`src/hw/sfp_defines.vh`:
```
// Constants shared by the serial frame controller: protocol codes, frame limits and FIFO shape.
// Assumes it is included by bare name from files under hw/ and tb/ and holds definitions only.
`ifndef SFP_DEFINES_VH
`define SFP_DEFINES_VH

`define SFP_PROTO_SPI    2'h0
`define SFP_PROTO_CW     2'h1
`define SFP_PROTO_FP     2'h2
`define SFP_CW_CTRL_BITS 6'h08
`define SFP_CW_TURN_BIT  6'h08
`define SFP_MAX_FRAME    6'h20
`define SFP_DATA_W       32
`define SFP_FIFO_DEPTH   8
`define SFP_FIFO_AW      3
`define SFP_FCOUNT_W     8
`define SFP_DIV_W        8
`define SFP_SYNC_RESET   1'h0

`endif

```
`src/hw/sfp_sync.v`:
```
// Two-stage synchroniser for a group of independent single-bit levels.
// Assumes each bit is a slow level or clock from outside the REF clock domain.
`timescale 1ns/1ps
`default_nettype none
`include "sfp_defines.vh"
module sfp_sync #(
   parameter W = 3
) (
   input  wire         clk_i,
   input  wire         reset_n_i,
   input  wire [W-1:0] async_i,
   output wire [W-1:0] sync_o
);
   genvar g;
   // Each bit gets its own pair of flops; the first stage feeds only the second.
   generate
      for (g = 0; g < W; g = g + 1) begin : g_bit
         reg meta;
         reg stable;
         always @(posedge clk_i) begin
            if (!reset_n_i) begin
               meta   <= `SFP_SYNC_RESET;
               stable <= `SFP_SYNC_RESET;
            end else begin
               meta   <= async_i[g];
               stable <= meta;
            end
         end
         assign sync_o[g] = stable;
      end
   endgenerate
endmodule // sfp_sync
`default_nettype wire

```
`src/hw/sfp_fifo.v`:
```
// Synchronous FIFO with valid/ready on both sides, used in the transmit data path.
// Assumes one clock; a pop and a push may happen in the same cycle.
`timescale 1ns/1ps
`default_nettype none
`include "sfp_defines.vh"
module sfp_fifo #(
   parameter W     = `SFP_DATA_W,
   parameter DEPTH = `SFP_FIFO_DEPTH,
   parameter AW    = `SFP_FIFO_AW
) (
   input  wire         clk_i,
   input  wire         reset_n_i,
   input  wire [W-1:0] in_data_i,
   input  wire         in_valid_i,
   output wire         in_ready_o,
   output wire [W-1:0] out_data_o,
   output wire         out_valid_o,
   input  wire         out_ready_i
);
   reg [W-1:0] mem [0:DEPTH-1];
   reg [AW-1:0] wr_ptr;
   reg [AW-1:0] rd_ptr;
   reg [AW:0]   count;
   wire         push;
   wire         pop;

   // Full and empty come straight from the occupancy count, so back-pressure is exact.
   assign in_ready_o  = (count != DEPTH[AW:0]);
   assign out_valid_o = (count != {(AW+1){1'b0}});
   assign out_data_o  = mem[rd_ptr];
   assign push        = in_valid_i & in_ready_o;
   assign pop         = out_ready_i & out_valid_o;

   // Storage is written without reset; only pointers and count carry control state.
   always @(posedge clk_i) begin
      if (push) begin
         mem[wr_ptr] <= in_data_i;
      end
   end

   // Pointers wrap at DEPTH, which is expected to be a power of two.
   always @(posedge clk_i) begin
      if (!reset_n_i) begin
         wr_ptr <= {AW{1'b0}};
         rd_ptr <= {AW{1'b0}};
         count  <= {(AW+1){1'b0}};
      end else begin
         if (push) begin
            wr_ptr <= wr_ptr + {{(AW-1){1'b0}}, 1'b1};
         end
         if (pop) begin
            rd_ptr <= rd_ptr + {{(AW-1){1'b0}}, 1'b1};
         end
         if (push && !pop) begin
            count <= count + {{AW{1'b0}}, 1'b1};
         end else if (pop && !push) begin
            count <= count - {{AW{1'b0}}, 1'b1};
         end
      end
   end
endmodule // sfp_fifo
`default_nettype wire

```
`src/hw/sfp_top.v`:
```
// Serial frame controller: plain SPI, half-duplex control-word and frame-pulse framing.
// Assumes configuration ports are steady while busy and the serial clock is far slower than REF_CLK_I.
`timescale 1ns/1ps
`default_nettype none
`include "sfp_defines.vh"
module sfp_top #(
   parameter DW         = `SFP_DATA_W,
   parameter FIFO_DEPTH = `SFP_FIFO_DEPTH,
   parameter DIV_W      = `SFP_DIV_W
) (
   input  wire                     REF_CLK_I,
   input  wire                     RESET_N_I,
   input  wire                     ENABLE_I,
   input  wire                     MASTER_I,
   input  wire [1:0]               PROTOCOL_I,
   input  wire                     CLOCK_POLARITY_BIT_I,
   input  wire                     CLOCK_PHASE_BIT_I,
   input  wire [5:0]               FRAME_SIZE_SETTING_I,
   input  wire [`SFP_FCOUNT_W-1:0] FRAME_COUNT_FIELD_I,
   input  wire [DIV_W-1:0]         CLK_DIV_I,
   input  wire [DW-1:0]            TX_DATA_I,
   input  wire                     TX_VALID_I,
   output wire                     TX_READY_O,
   output reg  [DW-1:0]            RX_DATA_O,
   output reg                      RX_VALID_O,
   input  wire                     RX_READY_I,
   output reg                      RX_OVERRUN_O,
   output wire                     BUSY_O,
   input  wire                     SCLK_I,
   output wire                     SCLK_O,
   output wire                     SCLK_OE_O,
   input  wire                     SELECT_I,
   output wire                     SELECT_O,
   input  wire                     DATA_I,
   output reg                      DATA_O,
   output reg                      DATA_OE_O,
   output reg                      OUTPUT_ENABLE_LINE_N_O
);
   localparam M_IDLE  = 3'h0;
   localparam M_SETUP = 3'h1;
   localparam M_SEL   = 3'h2;
   localparam M_BIT   = 3'h3;
   localparam M_WAIT  = 3'h4;
   localparam M_GAP   = 3'h5;
   localparam S_IDLE  = 2'h0;
   localparam S_ARMED = 2'h1;
   localparam S_RUN   = 2'h2;

   // Frame length clamped to 1..32; zero means the full 32 bits.
   function [5:0] fsize;
      input [5:0] sz;
      begin
         fsize = (sz == 6'h00 || sz > `SFP_MAX_FRAME) ? `SFP_MAX_FRAME : sz;
      end
   endfunction

   // Index of the final serial bit; control-word framing adds one turnaround bit.
   function [5:0] last_idx;
      input [5:0] sz;
      input [1:0] pr;
      begin
         last_idx = (pr == `SFP_PROTO_CW) ? fsize(sz) : fsize(sz) - 6'h01;
      end
   endfunction

   // Left-aligns a FIFO word so the first serial bit sits in bit 31.
   function [31:0] align;
      input [31:0] w;
      input [5:0]  sz;
      input [1:0]  pr;
      begin
         if (pr == `SFP_PROTO_CW) begin
            align = {w[31:24], 24'h000000};
         end else begin
            align = w << (6'h20 - fsize(sz));
         end
      end
   endfunction

   wire [2:0]    pins_s;
   wire          sclk_s;
   wire          ss_s;
   wire          din_s;
   wire [DW-1:0] fifo_data;
   wire          fifo_valid;
   wire          pop;
   wire          cpol_e;
   wire          cpha_e;
   wire          pat0;
   wire          sample_en;
   wire [5:0]    last;
   wire          slave_on;
   wire          fall;
   wire          rise;
   reg  [2:0]    m_state;
   reg           half;
   reg  [5:0]    bit_cnt;
   reg  [`SFP_FCOUNT_W-1:0] frames_left;
   reg  [31:0]   sh;
   reg  [31:0]   rx;
   reg  [31:0]   m_res;
   reg           m_done;
   reg           m_pop;
   reg           ss_m;
   reg           sclk_m;
   reg  [DIV_W-1:0] div_cnt;
   reg           tick;
   reg  [1:0]    s_state;
   reg  [5:0]    s_cnt;
   reg  [31:0]   s_sh;
   reg  [31:0]   s_rx;
   reg  [31:0]   s_res;
   reg           s_done;
   reg           s_pop;
   reg           sclk_d;
   reg           m_drive;
   reg           m_oen;

   // Pins from the far side pass two flops before anything looks at them.
   sfp_sync #(.W(3)) u_sync (
      .clk_i     (REF_CLK_I),
      .reset_n_i (RESET_N_I),
      .async_i   ({SCLK_I, SELECT_I, DATA_I}),
      .sync_o    (pins_s)
   );
   assign sclk_s = pins_s[2];
   assign ss_s   = pins_s[1];
   assign din_s  = pins_s[0];

   // Transmit words queue here; the serial engines pull one per frame.
   sfp_fifo #(.W(DW), .DEPTH(FIFO_DEPTH), .AW(`SFP_FIFO_AW)) u_txq (
      .clk_i       (REF_CLK_I),
      .reset_n_i   (RESET_N_I),
      .in_data_i   (TX_DATA_I),
      .in_valid_i  (TX_VALID_I),
      .in_ready_o  (TX_READY_O),
      .out_data_o  (fifo_data),
      .out_valid_o (fifo_valid),
      .out_ready_i (pop)
   );
   assign pop = m_pop | s_pop;

   // Effective clock shape: frame-pulse drives on rising, captures on falling.
   assign cpol_e = (PROTOCOL_I == `SFP_PROTO_SPI) ? CLOCK_POLARITY_BIT_I : 1'b0;
   assign cpha_e = (PROTOCOL_I == `SFP_PROTO_SPI) ? CLOCK_PHASE_BIT_I :
                   (PROTOCOL_I == `SFP_PROTO_FP);
   assign pat0      = cpol_e ^ cpha_e;
   assign last      = last_idx(FRAME_SIZE_SETTING_I, PROTOCOL_I);
   assign sample_en = (PROTOCOL_I != `SFP_PROTO_CW) || (bit_cnt > `SFP_CW_TURN_BIT);
   assign slave_on  = ENABLE_I && !MASTER_I && (PROTOCOL_I == `SFP_PROTO_FP);
   assign fall      = sclk_d & ~sclk_s;
   assign rise      = ~sclk_d & sclk_s;
   assign SCLK_O    = sclk_m;
   assign SCLK_OE_O = ENABLE_I & MASTER_I;
   assign SELECT_O  = ss_m;
   assign BUSY_O    = (m_state != M_IDLE) || (s_state == S_RUN);

   // Half-period enable; held in reset while idle so the first half is always full length.
   always @(posedge REF_CLK_I) begin
      if (!RESET_N_I || m_state == M_IDLE) begin
         div_cnt <= {DIV_W{1'b0}};
         tick    <= 1'b0;
      end else if (div_cnt == CLK_DIV_I) begin
         div_cnt <= {DIV_W{1'b0}};
         tick    <= 1'b1;
      end else begin
         div_cnt <= div_cnt + {{(DIV_W-1){1'b0}}, 1'b1};
         tick    <= 1'b0;
      end
   end

   // Master engine. Each bit is two half periods: sample at the middle, shift at the end.
   always @(posedge REF_CLK_I) begin
      if (!RESET_N_I) begin
         m_state     <= M_IDLE;
         half        <= 1'b0;
         bit_cnt     <= 6'h00;
         frames_left <= {`SFP_FCOUNT_W{1'b0}};
         sh          <= 32'h00000000;
         rx          <= 32'h00000000;
         m_res       <= 32'h00000000;
         m_done      <= 1'b0;
         m_pop       <= 1'b0;
         ss_m        <= 1'b1;
         sclk_m      <= 1'b0;
      end else begin
         m_pop  <= 1'b0;
         m_done <= 1'b0;
         case (m_state)
            M_IDLE: begin
               half    <= 1'b0;
               bit_cnt <= 6'h00;
               sclk_m  <= cpol_e;
               ss_m    <= (PROTOCOL_I != `SFP_PROTO_FP);
               if (ENABLE_I && MASTER_I && fifo_valid) begin
                  m_pop       <= 1'b1;
                  sh          <= align(fifo_data, FRAME_SIZE_SETTING_I, PROTOCOL_I);
                  rx          <= 32'h00000000;
                  frames_left <= FRAME_COUNT_FIELD_I;
                  if (PROTOCOL_I == `SFP_PROTO_FP) begin
                     ss_m    <= 1'b1;
                     sclk_m  <= pat0;
                     m_state <= M_SEL;
                  end else begin
                     ss_m    <= 1'b0;
                     m_state <= M_SETUP;
                  end
               end
            end
            M_SETUP: begin
               if (tick) begin
                  sclk_m  <= pat0;
                  m_state <= M_BIT;
               end
            end
            M_SEL: begin
               // One full clock with select high, then data starts on the next rising edge.
               if (tick) begin
                  half   <= ~half;
                  sclk_m <= half ? pat0 : ~pat0;
                  if (half) begin
                     ss_m    <= 1'b0;
                     m_state <= M_BIT;
                  end
               end
            end
            M_BIT: begin
               if (tick && !half) begin
                  half   <= 1'b1;
                  sclk_m <= ~pat0;
                  if (sample_en) begin
                     rx <= {rx[30:0], din_s};
                  end
               end else if (tick) begin
                  half   <= 1'b0;
                  sclk_m <= pat0;
                  if (bit_cnt != last) begin
                     bit_cnt <= bit_cnt + 6'h01;
                     sh      <= {sh[30:0], 1'b0};
                  end else begin
                     bit_cnt     <= 6'h00;
                     m_res       <= rx;
                     m_done      <= 1'b1;
                     frames_left <= (frames_left > 8'h01) ? frames_left - 8'h01 : 8'h00;
                     if (PROTOCOL_I == `SFP_PROTO_FP) begin
                        if (fifo_valid) begin
                           m_pop   <= 1'b1;
                           sh      <= align(fifo_data, FRAME_SIZE_SETTING_I, PROTOCOL_I);
                           rx      <= 32'h00000000;
                           ss_m    <= 1'b1;
                           m_state <= M_SEL;
                        end else begin
                           sclk_m  <= cpol_e;
                           m_state <= M_IDLE;
                        end
                     end else if (fifo_valid && (PROTOCOL_I == `SFP_PROTO_CW || cpha_e ||
                                                  frames_left > 8'h01)) begin
                        // Select stays low and the next frame follows at once.
                        m_pop <= 1'b1;
                        sh    <= align(fifo_data, FRAME_SIZE_SETTING_I, PROTOCOL_I);
                        rx    <= 32'h00000000;
                     end else if (PROTOCOL_I == `SFP_PROTO_SPI && frames_left > 8'h01) begin
                        // Counted transfer starved by the FIFO: hold select, park the clock.
                        sclk_m  <= cpol_e;
                        m_state <= M_WAIT;
                     end else begin
                        sclk_m  <= cpol_e;
                        ss_m    <= 1'b1;
                        m_state <= M_GAP;
                     end
                  end
               end
            end
            M_WAIT: begin
               if (fifo_valid) begin
                  m_pop   <= 1'b1;
                  sh      <= align(fifo_data, FRAME_SIZE_SETTING_I, PROTOCOL_I);
                  rx      <= 32'h00000000;
                  m_state <= M_SETUP;
               end
            end
            M_GAP: begin
               // Select high for one half period gives the slave a clean frame boundary.
               if (tick) begin
                  m_state <= M_IDLE;
               end
            end
            default: begin
               m_state <= M_IDLE;
            end
         endcase
      end
   end

   // Master pin enables: control-word framing drives only during the control byte.
   always @* begin
      m_drive = 1'b0;
      m_oen   = 1'b0;
      if (ENABLE_I && MASTER_I) begin
         case (PROTOCOL_I)
            `SFP_PROTO_CW: begin
               m_drive = (m_state == M_BIT) && (bit_cnt < `SFP_CW_CTRL_BITS);
               m_oen   = m_drive;
            end
            `SFP_PROTO_FP: begin
               m_drive = (m_state == M_BIT);
               m_oen   = (m_state != M_IDLE);
            end
            default: begin
               m_drive = (m_state != M_IDLE) && (m_state != M_GAP);
               m_oen   = m_drive;
            end
         endcase
      end
   end

   // Frame-pulse slave. Works only on seen clock edges, so a stopped clock simply freezes it.
   always @(posedge REF_CLK_I) begin
      if (!RESET_N_I || !slave_on) begin
         s_state <= S_IDLE;
         s_cnt   <= 6'h00;
         s_sh    <= 32'h00000000;
         s_rx    <= 32'h00000000;
         s_res   <= 32'h00000000;
         s_done  <= 1'b0;
         s_pop   <= 1'b0;
         sclk_d  <= 1'b0;
      end else begin
         sclk_d <= sclk_s;
         s_done <= 1'b0;
         s_pop  <= 1'b0;
         case (s_state)
            S_IDLE: begin
               if (fall && ss_s) begin
                  s_state <= S_ARMED;
               end
            end
            S_ARMED: begin
               if (rise) begin
                  s_pop   <= fifo_valid;
                  s_sh    <= fifo_valid ? align(fifo_data, FRAME_SIZE_SETTING_I, PROTOCOL_I) : 32'h00000000;
                  s_rx    <= 32'h00000000;
                  s_cnt   <= 6'h00;
                  s_state <= S_RUN;
               end
            end
            S_RUN: begin
               if (rise) begin
                  s_sh <= {s_sh[30:0], 1'b0};
               end
               if (fall) begin
                  s_rx <= {s_rx[30:0], din_s};
                  if (s_cnt == last) begin
                     s_res   <= {s_rx[30:0], din_s};
                     s_done  <= 1'b1;
                     s_state <= ss_s ? S_ARMED : S_IDLE;
                  end else begin
                     s_cnt <= s_cnt + 6'h01;
                  end
               end
            end
            default: begin
               s_state <= S_IDLE;
            end
         endcase
      end
   end

   // Pin outputs are registered to keep them glitch free.
   always @(posedge REF_CLK_I) begin
      if (!RESET_N_I) begin
         DATA_O                 <= 1'b0;
         DATA_OE_O              <= 1'b0;
         OUTPUT_ENABLE_LINE_N_O <= 1'b1;
      end else begin
         DATA_O                 <= MASTER_I ? sh[31] : s_sh[31];
         DATA_OE_O              <= m_drive | (s_state == S_RUN);
         OUTPUT_ENABLE_LINE_N_O <= ~(m_oen | (s_state == S_RUN));
      end
   end

   // Receive holding word; a new frame replaces an unread one and flags the loss.
   always @(posedge REF_CLK_I) begin
      if (!RESET_N_I) begin
         RX_DATA_O    <= {DW{1'b0}};
         RX_VALID_O   <= 1'b0;
         RX_OVERRUN_O <= 1'b0;
      end else if (m_done || s_done) begin
         RX_DATA_O    <= m_done ? m_res[DW-1:0] : s_res[DW-1:0];
         RX_VALID_O   <= 1'b1;
         RX_OVERRUN_O <= RX_VALID_O && !RX_READY_I;
      end else begin
         RX_OVERRUN_O <= 1'b0;
         if (RX_READY_I) begin
            RX_VALID_O <= 1'b0;
         end
      end
   end
endmodule // sfp_top
`default_nettype wire

```
`config.mk`:
```
export PLATFORM = sky130hd
export DESIGN_NAME = sfp_top
export DESIGN_NICKNAME = d
export VERILOG_FILES = /design/src/hw/sfp_sync.v /design/src/hw/sfp_fifo.v /design/src/hw/sfp_top.v
export VERILOG_INCLUDE_DIRS = /design/src /design/src/hw
export SDC_FILE = /design/constraint.sdc
export NUM_CORES = 1
export LEC_CHECK = 0
export ABC_AREA = 1
export ABC_CLOCK_PERIOD_IN_PS = 3600
export BUFFER_PORTS_ARGS = -buffer_cell sky130_fd_sc_hd__buf_4
export CAP_MARGIN = 0
export CORE_UTILIZATION = 57
export CTS_CLUSTER_DIAMETER = 80
export DETAILED_ROUTE_END_ITERATION = 10
export PLACE_DENSITY = 0.78
export SETUP_SLACK_MARGIN = 0.5
export SLEW_MARGIN = 20
export SYNTH_ARGS = -nofsm -noshare
export SYNTH_HDL_FRONTEND = slang
export SYNTH_SLANG_ARGS = --single-unit
```
`constraint.sdc`:
```
create_clock -name REF_CLK_I -period 3.6 [get_ports REF_CLK_I]
set_input_delay 0.72 -clock REF_CLK_I [delete_from_list [all_inputs] [get_ports REF_CLK_I]]
set_output_delay 0.72 -clock REF_CLK_I [all_outputs]
set_load 0.05 [all_outputs]
```
==> metrics.txt, run 1 <==
status finished clean; slew at the pin with the worst max-slew slack a little over 1000 ps; core box area 0.0434 mm²; Clock transition at path regs 60 ps; Die Ht 212 µm; Mapped Avg Cell Area ~8.1 µm²; hold crit path type input port to register; Setup crit end kind register; top post-synthesis cells by area edfxtp_1 31%, dfxtp_1 23%, nand2_1 12%; Worst Setup SP FRAME_SIZE_SETTING_I[5]; pin count of the biggest net entering global routing 132; cells after synthesis 3,122; total power draw roughly 18 mW; synth warn 0; Top-Level Pins ~110; I/O Buffers 108; CP arrival 3360 ps; Startpoint Class input port; Final period util 80.7%; maximum vdd ir drop 0.548 mV; Routed Antenna Nets 0; DR iter-0 viols between 2,000 and 3,000; Post-synth EDFFs 256; final worst path period need 2910 ps; Async SR Flop Fraction 0%; drt total wl between 60,000 and 70,000 µm; met2 Use GR 47.0%; CP required 4050 ps; Bufs on Longest Clock Path 3; first-pass GRT wire length 107,000 µm; Slew Limit Fails 0; PD cells 619 mW/mm²; number of global-route vias before repair roughly 20,000; Std-Cell Rows 76; Sink Count 545; cell with the most instances after synthesis nand2_1; setup TNS 0 ps; die area 0.0451 mm²; vias per cell around 5.8; first-pass detailed-route iteration total 6; initial core utilization between 50% and 60%; # setup viols final 0; grt total ovfl 0; RSZ-0062 raised after global routing yes; Post-synth top flop dfxtp_1; sequential share of the synthesized area 53.5%; Slew headroom 32.6%; dpl hpwl between 40,000 and 50,000 µm; Worst R2R End sh[8]$_SDFFE_PN0P_; f_max 344 MHz; Die Span X between 200 and 250 µm; leak pwr 11.3 nW; met1 Resource Use GR 42.9%; antenna violations before repair 0; CP Class input port to register; Final Skew 18.7 ps; Mapped Area roughly 0.025 mm²; CTS H-tree lvls 2; R2R cell count 17; cell taking the most area after synthesis edfxtp_1; Synth Register Bits between 500 and 600; crit path to bit_cnt[0]$_SDFFE_PN0P_; met3 GRT Util 4.34%; CTS Buf Count 56; clk_lat worst skew 610 ps; vias post-DR 22,100; RD Place Congestion 0.996; list of most frequent post-synthesis cells 777 x nand2_1, 415 x nand3_1, 289 x dfxtp_1; Final nets 3,252; Overall Global Routing Usage 30.1%; diode count 0; drt wl/cell 17.9 µm; Most Crowded Layer GR met2; library cells used by synthesis 47; Residual DRC 0; Area Overhead vs Synth 13.6%; Syn Nets 3,205; max_cap viols 0; final hold violations 0; CTS tree built; Reg2Reg Setup Slack 780 ps; clock root buffer clkbuf_16; CP Max Fanout 15; ratio of cells with drive above 1 in the final layout 9.88%; Hold Buf Count CTS 0; Synth top area share 30.5%; postcts setup bufs 0
## per-layer routing
layer / vias to the layer above / part of all wire [%] / wire, µm
li1: 10600 / - / -
met1: 10400 / 43 / 29700
met2: 1029 / 46 / 31100
met3: 135 / 8.4 / 5770
met4: 0 / 2.5 / 1720
met5: - / 0 / 0
## stage by stage
| step | worst slack (ps) | std cells | util [%] | hold WS [ps] | cell area (µm²) |
|---|---|---|---|---|---|
| 6_report | 693 | 3802 | 66.0 | 294 | 28600 |
| 5_1_grt | 440 | 3802 | 66.0 | 292 | 28600 |
| 4_1_cts | 676 | 3802 | 66.0 | 276 | 28600 |
| 3_5_place_dp | 194 | 3696 | 61.6 | 410 | 26700 |
| 3_3_place_gp | 249 | 3696 | 61.6 | 407 | 26700 |
| 2_1_floorplan | 485 | 3122 | - | 390 | 25200 |
## report_power, final
part,switching [mW],internal [mW]
combinational,3.17,1.39
clock,2.45,3.46
sequential,0.272,6.97
## worst max-delay path: stages
cell and delay (ps):
buf_4 120, inv_2 90, nand2_1 80, ha_1 410, inv_2 60, nand2_1 70, o21ai_2 80, xor2_1 140
or2_1 240, nor2_1 130, nand2_1 100, nor2_4 240, nor2_4 70, buf_4 220, o21ai_0 490, a21oi_1 90
## final cells by class
class,count,area [µm²]
Inverter,235,885
Multi-Input combinational cell,2155,10200
Timing Repair Buffer,176,1440
Tap cell,585,732
Clock inverter,33,333
Sequential cell,545,13500
Fill cell,3549,14700
Clock buffer,73,1580
## registers in the layout (all words and copies together) (netlist names), 3 cells and up, named ones only
name / flops
sh: 32
m_res: 32
rx: 32
u_txq.count: 4
u_txq.wr_ptr: 3
s_res: 32
div_cnt: 8
frames_left: 8
RX_DATA_O: 32
s_cnt: 6
bit_cnt: 6
u_txq.rd_ptr: 3
s_sh: 32
u_txq.mem: 256
s_rx: 31
u_sync.g_bit.meta: 3
u_sync.g_bit.stable: 3
m_state: 3
## logic make-up (layout without fill, tap and decap cells)
kind of cell	after synthesis	after routing	synth area share [%]
and+or+nand+nor	1532	1532	25.6
AOI/OAI and AO/OA	565	565	12.1
DFF	545	545	53.5
buffers and inverters	422	517	6.48
xor gates and xnor gates	42	42	1.52
adders and majority gates	16	16	0.824
## cells in the final DEF, fill, tap and decap left out, drive strengths merged, types with 8 or more instances in the layout
master and n:
edfxtp 256, dfxtp 289, o211ai 28, xor2 24, nand3 417, inv 233
ha 15, o21ai 248, clkinv 28, a21oi 211, buf 176, nor2 280
a31oi 22, nand2 781, nor3 11, nand4 21, a22oi 16, clkbuf 73
xnor2 18, a211oi 8, o22ai 17
## timing repair
item                                    in CTS  in global routing
hold endpoints to repair                     0                  0
gates resized for setup                      0                  4
endpoints found under the setup margin       0                  6
## how the worst min path moves through the flow
stage / startpoint / to / cells after the start
detailed placement: u_sync.g_bit[1].meta$_SDFF_PN0_ / u_sync.g_bit[1].stable$_SDFF_PN0_ / 2
CTS: DATA_I / u_sync.g_bit[0].meta$_SDFF_PN0_ / 3
finish: DATA_I / u_sync.g_bit[0].meta$_SDFF_PN0_ / 3
global placement: u_sync.g_bit[1].meta$_SDFF_PN0_ / u_sync.g_bit[1].stable$_SDFF_PN0_ / 2
global route: DATA_I / u_sync.g_bit[0].meta$_SDFF_PN0_ / 3
floorplan: u_sync.g_bit[0].meta$_SDFF_PN0_ / u_sync.g_bit[0].stable$_SDFF_PN0_ / 2
(Power assumes the default switching activity.)
==> run 2: changes to the inputs <==
--- a/config.mk
+++ b/config.mk
@@ -6,14 +6,14 @@
 export SDC_FILE = /design/constraint.sdc
 export NUM_CORES = 1
 export LEC_CHECK = 0
-export ABC_AREA = 1
-export ABC_CLOCK_PERIOD_IN_PS = 3600
+export ABC_AREA = 0
+export ABC_CLOCK_PERIOD_IN_PS = 2300
 export BUFFER_PORTS_ARGS = -buffer_cell sky130_fd_sc_hd__buf_4
 export CAP_MARGIN = 0
-export CORE_UTILIZATION = 57
+export CORE_UTILIZATION = 56
 export CTS_CLUSTER_DIAMETER = 80
 export DETAILED_ROUTE_END_ITERATION = 10
-export PLACE_DENSITY = 0.78
+export PLACE_DENSITY = 0.79
 export SETUP_SLACK_MARGIN = 0.5
 export SLEW_MARGIN = 20
 export SYNTH_ARGS = -nofsm -noshare
==> constraint.sdc (replaced) <==
create_clock -name REF_CLK_I -period 2.3 [get_ports REF_CLK_I]
set_input_delay 0.46 -clock REF_CLK_I [delete_from_list [all_inputs] [get_ports REF_CLK_I]]
set_output_delay 0.46 -clock REF_CLK_I [all_outputs]
set_load 0.05 [all_outputs]
==> metrics.txt, run 2 <==
status complete, but fails checks; failing checks negative setup slack; commonest non-fill, non-tap cell in the layout buf_4; first-pass detailed-route iteration total 6; Fin Hold WS just under 60 ps; Residual DRC 0; CP arrival about 3800 ps; f_max 306 MHz; slew at the pin with the worst max-slew slack 656 ps; die area approximately 0.045 mm²; Final nets approximately 2,800; leak pwr 12.6 nW; Slew Limit Fails 0; final cell count without fillers 3,341; PD cells 884 mW/mm²; Cell Int Power about 21 mW; clock share of power 32.2%; RSZ-0062 raised after global routing yes; CTS tree built; CP required 2810 ps; vias post-DR 21,500; clock root buffer clkbuf_16; drt wl/cell 25.1 µm; sequential share of the synthesized area 54.6%; Async SR Flop Fraction 0%; antenna violations before repair 1; Sw Share 30.9%; pin count of the biggest net entering global routing 70; clk_lat worst skew 630 ps; CTS Buf Count 53; Post-synth EDFFs 256; Placed Instances 3,129; Final Skew 29.3 ps; Top-Level Pins 109; Clock transition at path regs 70 ps; RD Place Congestion about 0.98; Synth top area share a little under a third; CP Max Fanout 6; sequential power share 36.4%; ratio of cells with drive above 1 in the final layout 38.7%; Std-Cell Rows 76; core box area 0.0433 mm²; net switching power 9.36 mW; Final WS setup -970 ps; final worst path period need 3270 ps; cell taking the most area after synthesis edfxtp_1; number of global-route vias before repair just over 20,000; Post-synth top flop dfxtp_1; dpl hpwl around 46,000 µm; Setup crit end kind register; Hold Buf Count CTS 0; Synth Register Bits 545; Comb power frac 31.3%; Die Span X 212 µm; setup TNS -63,830 ps; cell with the most instances after synthesis nor2_1; I/O Buffers 108; Area Overhead vs Synth 39.0%; max reg flops about 260; Routed Antenna Nets 0; synth warn 0; drt total wl roughly 84,000 µm; CTS H-tree lvls 2; Startpoint Class register; DR iter-0 viols between 2,000 and 3,000; Mapped Avg Cell Area 11.0 µm²; Bufs on Longest Clock Path 3; Mapped Area roughly 0.025 mm²; Syn Nets 2,318; library cells used by synthesis 93; cells after synthesis ~2,200; CP Class register to register; Sink Count 545; Die Ht roughly 210 µm; grt total ovfl 0; # setup viols final roughly 180; hold crit path type input port to register; top post-synthesis cells by area edfxtp_1 31%, dfxtp_1 23%, mux2i_1 6.4%; initial core utilization 57.0%; max_cap viols 0; most frequent cells in the layout 408 x buf_4, 288 x nor2_1, 277 x dfxtp_1; maximum vdd ir drop between 0.8 and 0.9 mV; Post-Place Worst Slack -1050 ps; Overall Global Routing Usage 33.9%; list of most frequent post-synthesis cells 314 x nor2_1, 289 x dfxtp_1, 256 x edfxtp_1; vias per cell 6.43; Final period util 142%; first-pass GRT wire length 116,000 µm; Biggest register u_txq.mem; Slew headroom 56.1%; final hold violations 0
run 2: area by class of cell:
class,instances,area (µm²)
repair buffers,582,5760
clock inverters,37,536
well taps,585,732
clock buffers,61,1400
multi-input cells,1510,12200
fillers,2367,8990
flip-flops and latches,545,13500
diodes,1,2.50
inverters,20,110
run 2: metal layers:
metal	wire length, µm	vias up	track usage, %
met5	0	-	0
met4	5260	0	18.8
met3	6570	395	4.78
met2	41900	1380	59.1
met1	30100	10400	40.2
li1	-	9274	-
run 2: power by group through the flow:
| stage | registers, mW | clock network, mW | logic [mW] |
|---|---|---|---|
| 6_report | 11.0 | 9.76 | 9.50 |
| 5_1_grt | 11.1 | 10.1 | 9.91 |
| 4_1_cts | 11.0 | 9.65 | 8.12 |
| 3_5_place_dp | 11.2 | 0 | 7.02 |
| 3_3_place_gp | 11.2 | 0 | 6.90 |
| 2_1_floorplan | 11.2 | 0 | 3.78 |
run 2: metrics by stage:
stage	util [%]	power (mW)	cell area, µm²
2_1_floorplan	-	15.0	25300
3_3_place_gp	67.2	18.1	29100
3_5_place_dp	67.2	18.2	29100
4_1_cts	75.6	28.8	32700
5_1_grt	79.2	31.1	34300
6_report	79.2	30.3	34300
run 2: cell families (layout without fill, tap and decap cells):
family	after synthesis	after routing	synth area share, %
XOR/XNOR	49	49	1.80
flip-flops	545	545	54.6
AO/OA/AOI/OAI	495	495	13.6
buffers and inverters	180	700	3.38
AND/OR/NAND/NOR	713	713	12.7
multiplexers	237	237	13.0
other	0	1	0
adder cells (fa/ha/maj)	16	16	0.842
run 2: path summary, 6_finish.rpt:
kind / startpoint / end / slack, ps / cells past startpoint
hold / removal: SELECT_I / u_sync.g_bit[1].meta$_SDFF_PN0_ / 60 / 2
hold reg to reg: u_sync.g_bit[0].meta$_SDFF_PN0_ / u_sync.g_bit[0].stable$_SDFF_PN0_ / 440 / 1
setup reg to reg: register / s_sh[27]$_SDFFE_PP0P_ / -970 / 11
setup / recovery: register / s_sh[27]$_SDFFE_PP0P_ / -970 / 11
run 2: repair_timing:
| action | 4_1_cts | 5_1_grt |
|---|---|---|
| buffers inserted | 50 | 43 |
| resized for setup | 236 | 230 |
| setup endpoints to repair | 291 | 391 |
| pin swaps | 87 | 95 |
| cloned | 12 | 8 |
run 2: worst max-delay path, cell delays in order, from the launching register on:
cell	delay, ps
dfxtp_4	460
buf_12	180
buf_8	130
mux4_2	530
mux2i_1	240
mux2i_2	170
buf_4	170
mux4_2	490
a22oi_2	160
o211ai_1	220
a221oi_2	320
nor2_1	70
